## config.mk

```make
export PLATFORM = sky130hd
export DESIGN_NAME = tssc_trigger_ctrl
export DESIGN_NICKNAME = d
export VERILOG_FILES = /design/src/tssc_pkg.sv /design/src/tssc_trigger_ctrl.sv
export SDC_FILE = /design/constraint.sdc
export NUM_CORES = 1
export LEC_CHECK = 0
export BUFFER_PORTS_ARGS = -buffer_cell sky130_fd_sc_hd__buf_2
export CORE_AREA = 2 2 84 86
export CTS_CLUSTER_DIAMETER = 150
export DETAILED_ROUTE_END_ITERATION = 7
export DIE_AREA = 0 0 86 88
export PLACE_DENSITY = 0.87
export SLEW_MARGIN = 20
export SYNTH_ARGS = -nofsm -noshare
export SYNTH_HDL_FRONTEND = slang
export SYNTH_SLANG_ARGS = --single-unit
```

## constraint.sdc

```tcl
create_clock -name clock -period 11.36 [get_ports clock]
set_clock_uncertainty 0.05 [all_clocks]
set_input_delay 2.272 -clock clock [delete_from_list [all_inputs] [get_ports clock]]
set_output_delay 2.272 -clock clock [all_outputs]
set_load 0.1 [all_outputs]
```

## src/tssc_pkg.sv

```systemverilog
package tssc_pkg;
	// ==========================================================
	// register map (byte addresses)
	localparam logic [7:0] ADDR_CTRL   = 8'h00;
	localparam logic [7:0] ADDR_PHASE  = 8'h04;
	localparam logic [7:0] ADDR_CMD    = 8'h08;
	localparam logic [7:0] ADDR_STATUS = 8'h0c;
	localparam logic [7:0] ADDR_COMMON = 8'h10;
	// control field positions
	localparam int CTRL_ACQ_LSB  = 0;
	localparam int CTRL_SYNC_BIT = 2;
	// command bits
	localparam int CMD_INIT_TRAN = 0;
	localparam int CMD_INIT_ACQ  = 1;
	localparam int CMD_ABORT     = 2;
	localparam int CMD_BUS_TRG   = 3;
	localparam int CMD_TRIG_NOW  = 4;
	localparam int CMD_GET       = 5;
	// status field positions
	localparam int STAT_TRAN_LSB = 0;
	localparam int STAT_ACQ_BIT  = 3;
	localparam int STAT_ACQST    = 4;
	localparam int STAT_WAI_BIT  = 5;
	// phase limits, tenths ignored: whole degrees
	localparam logic signed [9:0] PHASE_MAX = 10'sd360;
	localparam logic signed [9:0] PHASE_MIN = -10'sd360;
	localparam logic signed [9:0] PHASE_RST = 10'sd0;
	localparam logic [8:0] FULL_TURN = 9'd360;
	// common command characters
	localparam logic [7:0] CH_STAR  = 8'h2a;
	localparam logic [7:0] CH_QUERY = 8'h3f;
	// acquisition trigger sources
	typedef enum logic [1:0] {
		ACQ_IMMEDIATE                 = 2'h0,
		ACQ_PHASE_LOCKED_SOURCE       = 2'h1,
		ACQ_BUS                       = 2'h2,
		ACQ_TRIGGER_OUT_SIGNAL_SOURCE = 2'h3
	} tssc_acq_t;
	// transient trigger states, gray along idle-awaiting-armed-busy
	typedef enum logic [1:0] {
		ST_IDLE                 = 2'h0,
		ST_AWAITING_EVENT_STATE = 2'h1,
		ST_ARMED                = 2'h3,
		ST_BUSY                 = 2'h2
	} tssc_state_t;
	// reported state codes
	localparam logic [1:0] REP_IDLE = 2'h0;
	localparam logic [1:0] REP_ARM  = 2'h1;
	localparam logic [1:0] REP_BUSY = 2'h2;
	localparam logic [1:0] REP_WAIT = 2'h3;
endpackage : tssc_pkg

```

## src/tssc_trigger_ctrl.sv

```systemverilog
`timescale 1ns/1ps
`default_nettype none
module tssc_trigger_ctrl
	import tssc_pkg::*;
(
	// clock and reset
	input  wire logic        clock,
	input  wire logic        rst,
	// apb slave
	input  wire logic        psel,
	input  wire logic        penable,
	input  wire logic        pwrite,
	input  wire logic [7:0]  paddr,
	input  wire logic [31:0] pwdata,
	output logic      [31:0] prdata,
	output logic             pready,
	output logic             pslverr,
	// phase and transient engine
	input  wire logic [8:0]  phaseAccum,
	input  wire logic        extTrigger,
	input  wire logic        lastPointDone,
	input  wire logic        acqCalcDone,
	input  wire logic        devCmdPending,
	// common command byte stream
	input  wire logic        cmdByteValid,
	input  wire logic [7:0]  cmdByte,
	// outputs to engine
	output logic             transientStart,
	output logic             transientCancel,
	output logic             acqStart,
	output logic             triggerOut,
	output logic             busHold,
	output logic             commonCmdSeen,
	output logic             commonQuerySeen
);
	// ==========================================================
	// functions
	// a negative angle becomes its positive equivalent in 0..359
	function automatic logic [8:0] foldAngle(input logic signed [9:0] a);
		logic signed [10:0] t;
		t = {a[9], a};
		if (t < 0)
			t = t + 11'sd360;
		if (t >= 11'sd360)
			t = t - 11'sd360;
		return t[8:0];
	endfunction : foldAngle

	function automatic logic isLetter(input logic [7:0] c);
		return ((c >= 8'h41) && (c <= 8'h5a)) || ((c >= 8'h61) && (c <= 8'h7a));
	endfunction : isLetter

	// ==========================================================
	// state
	tssc_acq_t         acqSrc_r;
	logic              syncPhase_r;
	logic signed [9:0] phaseSet_r;
	tssc_state_t       tranSt_r, tranSt_nxt;
	logic              acqArmed_r, acqBusy_r;
	logic [8:0]        phasePrev_r;

	// ==========================================================
	// register map, one aligned 32-bit word each
	//   0x00 control: [1:0] acquisition source, [2] phase sync for transients
	//        source codes: 0 immediate, 1 phase locked, 2 bus, 3 trigger out
	//   0x04 phase: signed whole degrees, clamped to the legal span,
	//        read back sign-extended to the full word
	//   0x08 command, write only, every set bit is a one-cycle strobe:
	//        [0] initiate transient, [1] initiate acquisition, [2] abort,
	//        [3] bus trigger command, [4] software trigger, [5] group trigger
	//   0x0c status: [1:0] transient state, [3] acquisition armed,
	//        [4] acquisition busy, [5] bus held by the wait command
	//   0x10 common: write [0] to issue wait, read [0] shows the hold
	// unmapped offsets answer with an error, ignore writes and read zero.
	// several command bits in one write act together; abort always wins
	// over an initiate or a trigger carried in the same word, so software
	// can never leave a system armed by accident while cancelling it.
	// the command word reads back zero, since strobes leave no state.
	//
	// ==========================================================
	// apb decode
	wire apbWrite = psel && penable && pwrite;
	wire apbRead  = psel && penable && !pwrite;
	wire hitCtrl  = (paddr == ADDR_CTRL);
	wire hitPhase = (paddr == ADDR_PHASE);
	wire hitCmd   = (paddr == ADDR_CMD);
	wire hitStat  = (paddr == ADDR_STATUS);
	wire hitCom   = (paddr == ADDR_COMMON);
	wire mapped   = hitCtrl | hitPhase | hitCmd | hitStat | hitCom;
	wire cmdWr    = apbWrite && hitCmd;
	wire initTran = cmdWr && pwdata[CMD_INIT_TRAN];
	wire initAcq  = cmdWr && pwdata[CMD_INIT_ACQ];
	wire abortCmd = cmdWr && pwdata[CMD_ABORT];
	wire busTrg   = cmdWr && (pwdata[CMD_BUS_TRG] || pwdata[CMD_GET]);
	wire trigNow  = cmdWr && pwdata[CMD_TRIG_NOW];

	// phase write clamped to the legal range; the whole word is compared so
	// that a large value cannot alias into range once cut to ten bits
	wire signed [31:0] wrAngle      = pwdata;
	wire signed [31:0] clampWord    = (wrAngle > PHASE_MAX) ? 32'(PHASE_MAX) :
	                                  (wrAngle < PHASE_MIN) ? 32'(PHASE_MIN) : wrAngle;
	wire signed [9:0]  angleClamped = clampWord[9:0];

	// ==========================================================
	// phase detection notes
	// the accumulator may advance by more than one degree a cycle, so an
	// equality test alone could step over the target; instead the last and
	// the present values bracket the target, with a wrap through zero
	// handled as its own case. a negative setting names the same point of
	// the cycle as its positive twin, so it is folded once into 0..359 and
	// the compare only ever sees unsigned degrees. +360 and -360 fold to 0.
	// a stalled accumulator never reports a hit, which keeps one crossing
	// from firing twice while the phase source holds still.
	//
	// phase crossing: accumulator passes the target this cycle
	wire [8:0] target = foldAngle(phaseSet_r);
	wire phaseHit = (phasePrev_r != phaseAccum) &&
	                (((phasePrev_r < target) && (phaseAccum >= target)) ||
	                 ((phaseAccum < phasePrev_r) &&
	                  ((target > phasePrev_r) || (target <= phaseAccum))) ||
	                 (phaseAccum == target && phasePrev_r != target));

	// ==========================================================
	// trigger priority
	// when both systems wait on the bus source, every event is kept from the
	// transient; a bus or software event starts the acquisition, an external
	// one starts nothing, and the transient waits for the next. with the other
	// acquisition sources the transient sees every event, because those
	// sources do not consume trigger events at all. the trigger-out source
	// is fed by the registered start strobe, so a measurement tied to it
	// begins one cycle after the transient; this avoids a loop through
	// combinational logic at the price of a single cycle of latency.
	//
	// trigger events; acquisition on the bus source takes the first when both wait
	wire trigEvent = busTrg || extTrigger || trigNow;
	wire acqWaits  = acqArmed_r;
	wire acqFires  = acqArmed_r && (
	                 (acqSrc_r == ACQ_IMMEDIATE) ||
	                 (acqSrc_r == ACQ_PHASE_LOCKED_SOURCE && phaseHit) ||
	                 (acqSrc_r == ACQ_BUS && (busTrg || trigNow)) ||
	                 (acqSrc_r == ACQ_TRIGGER_OUT_SIGNAL_SOURCE && triggerOut));
	wire acqUsesEvent = acqWaits && (acqSrc_r == ACQ_BUS) && trigEvent;
	wire tranEvent = trigEvent && !acqUsesEvent;
	wire syncOk    = !syncPhase_r || phaseHit;

	// transient state machine
	always_comb begin
		tranSt_nxt = tranSt_r;
		case (tranSt_r)
			ST_IDLE:
				if (initTran)
					tranSt_nxt = ST_AWAITING_EVENT_STATE;
			ST_AWAITING_EVENT_STATE:
				if (tranEvent)
					tranSt_nxt = syncPhase_r ? ST_ARMED : ST_BUSY;
			ST_ARMED:
				if (syncOk)
					tranSt_nxt = ST_BUSY;
			ST_BUSY:
				if (lastPointDone)
					tranSt_nxt = ST_IDLE; // last point, not dwell end
			default:
				tranSt_nxt = ST_IDLE;
		endcase
		if (abortCmd)
			tranSt_nxt = ST_IDLE;
	end

	wire startNow = (tranSt_r != ST_BUSY) && (tranSt_nxt == ST_BUSY) && !abortCmd;

	// ==========================================================
	// a star always restarts the match, so a command cut short by a new
	// one is dropped rather than merged with it. letters of either case
	// are accepted; any other byte in the middle abandons the match.
	// the byte after the third letter decides between command and query.
	//
	// common command recogniser: star, three letters, optional '?'
	logic [2:0] comPos_r;
	always_ff @(posedge clock or posedge rst) begin
		if (rst) begin
			comPos_r        <= 3'h0;
			commonCmdSeen   <= 1'b0;
			commonQuerySeen <= 1'b0;
		end else begin
			commonCmdSeen   <= 1'b0;
			commonQuerySeen <= 1'b0;
			if (cmdByteValid) begin
				if (cmdByte == CH_STAR)
					comPos_r <= 3'h1;
				else if (comPos_r >= 3'h1 && comPos_r <= 3'h3 && isLetter(cmdByte))
					comPos_r <= comPos_r + 3'h1;
				else if (comPos_r == 3'h4 && cmdByte == CH_QUERY) begin
					commonQuerySeen <= 1'b1;
					comPos_r        <= 3'h0;
				end else if (comPos_r == 3'h4) begin
					commonCmdSeen <= 1'b1;
					comPos_r      <= 3'h0;
				end else
					comPos_r <= 3'h0;
			end
		end
	end

	// ==========================================================
	// settings registers
	always_ff @(posedge clock or posedge rst) begin
		if (rst) begin
			acqSrc_r    <= ACQ_IMMEDIATE;
			syncPhase_r <= 1'b0;
			phaseSet_r  <= PHASE_RST;
		end else if (apbWrite) begin
			if (hitCtrl) begin
				acqSrc_r    <= tssc_acq_t'(pwdata[CTRL_ACQ_LSB +: 2]);
				syncPhase_r <= pwdata[CTRL_SYNC_BIT];
			end
			if (hitPhase)
				phaseSet_r <= angleClamped;
		end
	end

	// trigger systems
	always_ff @(posedge clock or posedge rst) begin
		if (rst) begin
			tranSt_r    <= ST_IDLE;
			acqArmed_r  <= 1'b0;
			acqBusy_r   <= 1'b0;
			phasePrev_r <= 9'h0;
		end else begin
			tranSt_r    <= tranSt_nxt;
			phasePrev_r <= phaseAccum;
			if (abortCmd) begin
				acqArmed_r <= 1'b0;
				acqBusy_r  <= 1'b0;
			end else begin
				if (initAcq && !acqArmed_r && !acqBusy_r)
					acqArmed_r <= 1'b1;
				else if (acqFires)
					acqArmed_r <= 1'b0;
				if (acqFires)
					acqBusy_r <= 1'b1;
				else if (acqCalcDone)
					acqBusy_r <= 1'b0; // results ready once calculations end
			end
		end
	end

	// engine strobes; trigger out marks the transient start
	always_ff @(posedge clock or posedge rst) begin
		if (rst) begin
			transientStart  <= 1'b0;
			transientCancel <= 1'b0;
			acqStart        <= 1'b0;
			triggerOut      <= 1'b0;
		end else begin
			transientStart  <= startNow;
			transientCancel <= abortCmd;
			acqStart        <= acqFires && !abortCmd;
			triggerOut      <= startNow;
		end
	end

	// ==========================================================
	// wait command: hold the bus while device work is outstanding
	// limitation: the engine only reports whether any command is pending,
	// so the hold ends on the first cycle in which nothing is pending and
	// neither system is busy; a command issued after the wait is not told
	// apart from one issued before it. a new wait set in the same cycle as
	// the release keeps the hold, since the set is tested first.
	wire waitWr = apbWrite && hitCom;
	always_ff @(posedge clock or posedge rst) begin
		if (rst) begin
			busHold <= 1'b0;
		end else begin
			if (waitWr && pwdata[0])
				busHold <= 1'b1;
			else if (busHold && !devCmdPending && tranSt_r != ST_BUSY && !acqBusy_r)
				busHold <= 1'b0;
		end
	end

	// ==========================================================
	// read mux and apb answer, zero wait states
	logic [1:0] repSt;
	always_comb begin
		case (tranSt_r)
			ST_IDLE:                 repSt = REP_IDLE;
			ST_AWAITING_EVENT_STATE: repSt = REP_WAIT;
			ST_ARMED:                repSt = REP_ARM;
			ST_BUSY:                 repSt = REP_BUSY;
			default:                 repSt = REP_IDLE;
		endcase
	end
	// status word assembled from the field positions
	logic [31:0] statWord;
	always_comb begin
		statWord                     = 32'h0;
		statWord[STAT_TRAN_LSB +: 2] = repSt;
		statWord[STAT_ACQ_BIT]       = acqArmed_r;
		statWord[STAT_ACQST]         = acqBusy_r;
		statWord[STAT_WAI_BIT]       = busHold;
	end
	wire [31:0] rdMux = hitCtrl  ? {29'h0, syncPhase_r, acqSrc_r} :
	                    hitPhase ? {{22{phaseSet_r[9]}}, phaseSet_r} :
	                    hitStat  ? statWord :
	                    hitCom   ? {31'h0, busHold} : 32'h0;

	// bus timing: setup at edge n, access with ready at edge n+1.
	// read data is taken at the setup edge and stands through the access
	// cycle, so the master samples settled flops and no address-to-data
	// path runs through the mux inside the access cycle. writes land at the
	// access edge, when psel, penable and pwrite are all high. ready never
	// stays high two cycles, so a back-to-back transfer gets a fresh setup.
	// ready is combinational-free: registered one cycle in setup
	always_ff @(posedge clock or posedge rst) begin
		if (rst) begin
			prdata  <= 32'h0;
			pready  <= 1'b0;
			pslverr <= 1'b0;
		end else begin
			pready  <= psel && !penable && !pready;
			pslverr <= psel && !penable && !mapped;
			if (psel && !penable && !pwrite)
				prdata <= rdMux;
		end
	end
endmodule : tssc_trigger_ctrl
`default_nettype wire

```

==> results.ini <==
[cells_and_area]
fillers=571
fin_cells=565
final_cell_mix=buf_2, dfrtp_1, ha_1, nand2_1, inv_1
diodes=0
syn2layout_area_growth_pct=15.46
multi_input_comb_area_sq_um=2049
nets=588
seq_area_sq_um=1176
final_common_cell=buf_2
final_layout_size_suffix_gt1_frac=0.2722

[power_and_ir_drop]
switching_share=0.3508
power.static_leakage_nw=2.138
power-per-cell-area_nw_per_um2=118.4
clkPwrFrac=0.297
irDropWorstVdd_mv=0.1111
p_sw_w=0.0001715
p_seq_frac=0.384
pwr-share-comb=0.319
p_int_w=0.0003174

[place]
place.gp.congestion=0.9057
dp.cells=557
hpwl_um=6971
portBuffers=107

[global_routing]
grtUsageTotal=0.2377
grt_use_met2=0.4116
grt-ovfl-total=0
antenna_found_initial=0
grt_pass1_wl_um=14380
top_usage_layer=met2
gr-usage-met1=0.3131
use_met3=0.03676
grt_max_degree=48
grt_pass1_vias=3080

[synthesis]
yosysSeqAreaShare=0.3288
syn-cell-area_sq_um=3577
synth.net_count=505
post-synth-top-area-cell=dfrtp_1
async_flop_share=1.000
ys_seq_elements=47
yosys_warnings=0
syn_area_per_cell_sq_um=8.921
synth_edf_count=0
synth_cells=401
ys.flop_type=dfrtp_1
yosys.area.top_type_share=0.3288
synthTopCellsByArea=dfrtp_1, ha_1, buf_4, inv_1, nand2_1
post_synth_num_cell_types=64

[drt]
wirelength_um=8775
route.detailed.drc=0
vias_per_cell=5.819
dr.pass1.iters=4
wl_per_cell_um=15.53
vias=3288
postRouteAntennaNets=0
drtIter0Drc=140

[die]
dieArea_sq_um=7568
start_util=0.5384
num_rows=30
io_pins=108
dieWidth_um=86
core_sq_um=6644
die-height_um=88

[worst_setup_path]
crit_buf_inv=0
rr_endpoint=triggerOut$_DFF_PP0_
cpMaxStageDelayCell=a2111oi_0
r2r_slack_ps=6840
critPathMaxFanout=9
worst-endpoint-required_ps=11470
r2r_cells=14
critPathMostFrequentCell=ha_1
crit_path_end_kind=flip-flop
start_kind=flip-flop
cpLargestDelayFamily=compound AO/OA/AOI/OAI gates
arrival_ps=4640
worst_r2r_startpoint=phaseSet_r[3]$_DFFE_PP0P_
max_stage_delay_ps=570
path_cells=ha_1 > or3b_1 > o32a_1 > a21oi_1 > o221ai_2 > a2111oi_2 > xnor2_1 > ha_1 > a211oi_1 > nor2_1 > a2111oi_0 > o21ai_0 > a32oi_1 > a311oi_1
setup.worst_path.class=flip-flop to flip-flop

[clocking]
cts_buffers=5
cts_sinks=47
cts_hold_buffers=0
htreeDepth=2
cts_resized=0
root_buffer=clkbuf_8
cts_tree=done
cts_setup_buffers=0
clkTransAtPathRegs_ps=90
worstSkewPairLatency_ps=300
clockBufferDepth=2

[sta]
setup_viol=0
period_needed_ps=4525
max_freq_ghz=0.2210
rsz0062_at_grt=no
worstMarginPinSlew_ps=806.9
final.setup.tns_ps=0
drv_slew=0
post-route-period-util=0.3983
hold_viol_final=0
slew_headroom=0.4614

[run]
maxCapViolations=0

[min_path]
min_to=pready$_DFF_PP0_
holdPathStages=1
hp-start=pready$_DFF_PP0_
hp-class=flip-flop to flip-flop

[run_status]
status=finished clean

stage by stage:
stage,worst slack [ps],hold WS [ps],total power [W],utilization,cell area [sq um]
floorplan,7261,440.6,0.0003026,-,3577
CTS,6822,381.6,0.0004913,0.6215,4129
detailed placement,6934,368.1,0.0003448,0.6015,3996
finish,6835,378.6,0.0004889,0.6217,4130
global route,6425,419.8,0.0005143,0.6217,4130
global placement,7061,360.9,0.0003410,0.6015,3996
how the worst max path moves through the flow:
stage                                          from                   endpoint  slack, ps  cells past startpoint
final                     phaseSet_r[3]$_DFFE_PP0P_       triggerOut$_DFF_PP0_       6840                     14
after floorplan                            paddr[0]       triggerOut$_DFF_PP0_       7260                      6
after detailed placement                   paddr[0]  phaseSet_r[7]$_DFFE_PP0P_       6930                      6
after CTS                 phaseSet_r[3]$_DFFE_PP0P_       triggerOut$_DFF_PP0_       6820                     14
after global routing      phaseSet_r[3]$_DFFE_PP0P_       triggerOut$_DFF_PP0_       6420                     14
after global placement                     paddr[0]       triggerOut$_DFF_PP0_       7060                      7
final cells by class:
cell class / count / share of cell area
multi-input cells: 287 / 0.4962
flip-flops and latches: 47 / 0.2848
repair buffers: 107 / 0.1297
inverters: 36 / 0.03302
well taps: 80 / 0.02424
clock buffers: 6 / 0.01757
clock inverters: 2 / 0.01454
power groups by stage:
| stage | logic [W] | registers [W] | clock network, W |
|---|---|---|---|
| CTS | 0.000156 | 0.000188 | 0.000148 |
| global placement | 0.000151 | 0.000190 | 0 |
| global route | 0.000171 | 0.000190 | 0.000154 |
| floorplan | 0.0000858 | 0.000217 | 0 |
| detailed placement | 0.000154 | 0.000191 | 0 |
| finish | 0.000156 | 0.000188 | 0.000145 |
state kept, by name, indices dropped and copies added (netlist names), 2 cells and up:
name,count
phaseSet_r,10
prdata,10
phasePrev_r,9
comPos_r,3
acqSrc_r,2
tranSt_r,2
cells by family after synthesis:
logic type / after synthesis / share of synthesized area
compound gates: 81 / 0.1717
xor+xnor: 10 / 0.02449
fa+ha+maj: 37 / 0.1294
buf+inv: 67 / 0.09828
flops: 47 / 0.3288
mux: 8 / 0.02413
simple gates: 151 / 0.2232
cells in the mapped netlist, types with 3 or more instances:
master	instances
nor2_1	33
o21ai_0	10
nor4_1	7
ha_1	37
nand4_1	19
and2_1	3
nor3_1	9
a211oi_1	3
buf_2	3
o31ai_1	3
mux2i_1	3
nand2b_1	5
nand2_1	35
clkbuf_1	4
nand3_1	10
a22o_1	8
xnor2_1	7
mux2_2	5
a221oi_1	3
dfrtp_1	47
buf_4	23
nor2b_1	6
o22ai_1	3
o21a_1	3
a21oi_1	16
inv_1	36
xor2_1	3
o211ai_1	4
and3_1	5
routing by layer:
layer,vias up,part of all wire
met1,1571,0.42
met4,0,0.011
li1,1611,-
met3,12,0.052
met5,-,0
met2,94,0.52
No activity file was read; power rests on OpenSTA's default activity.
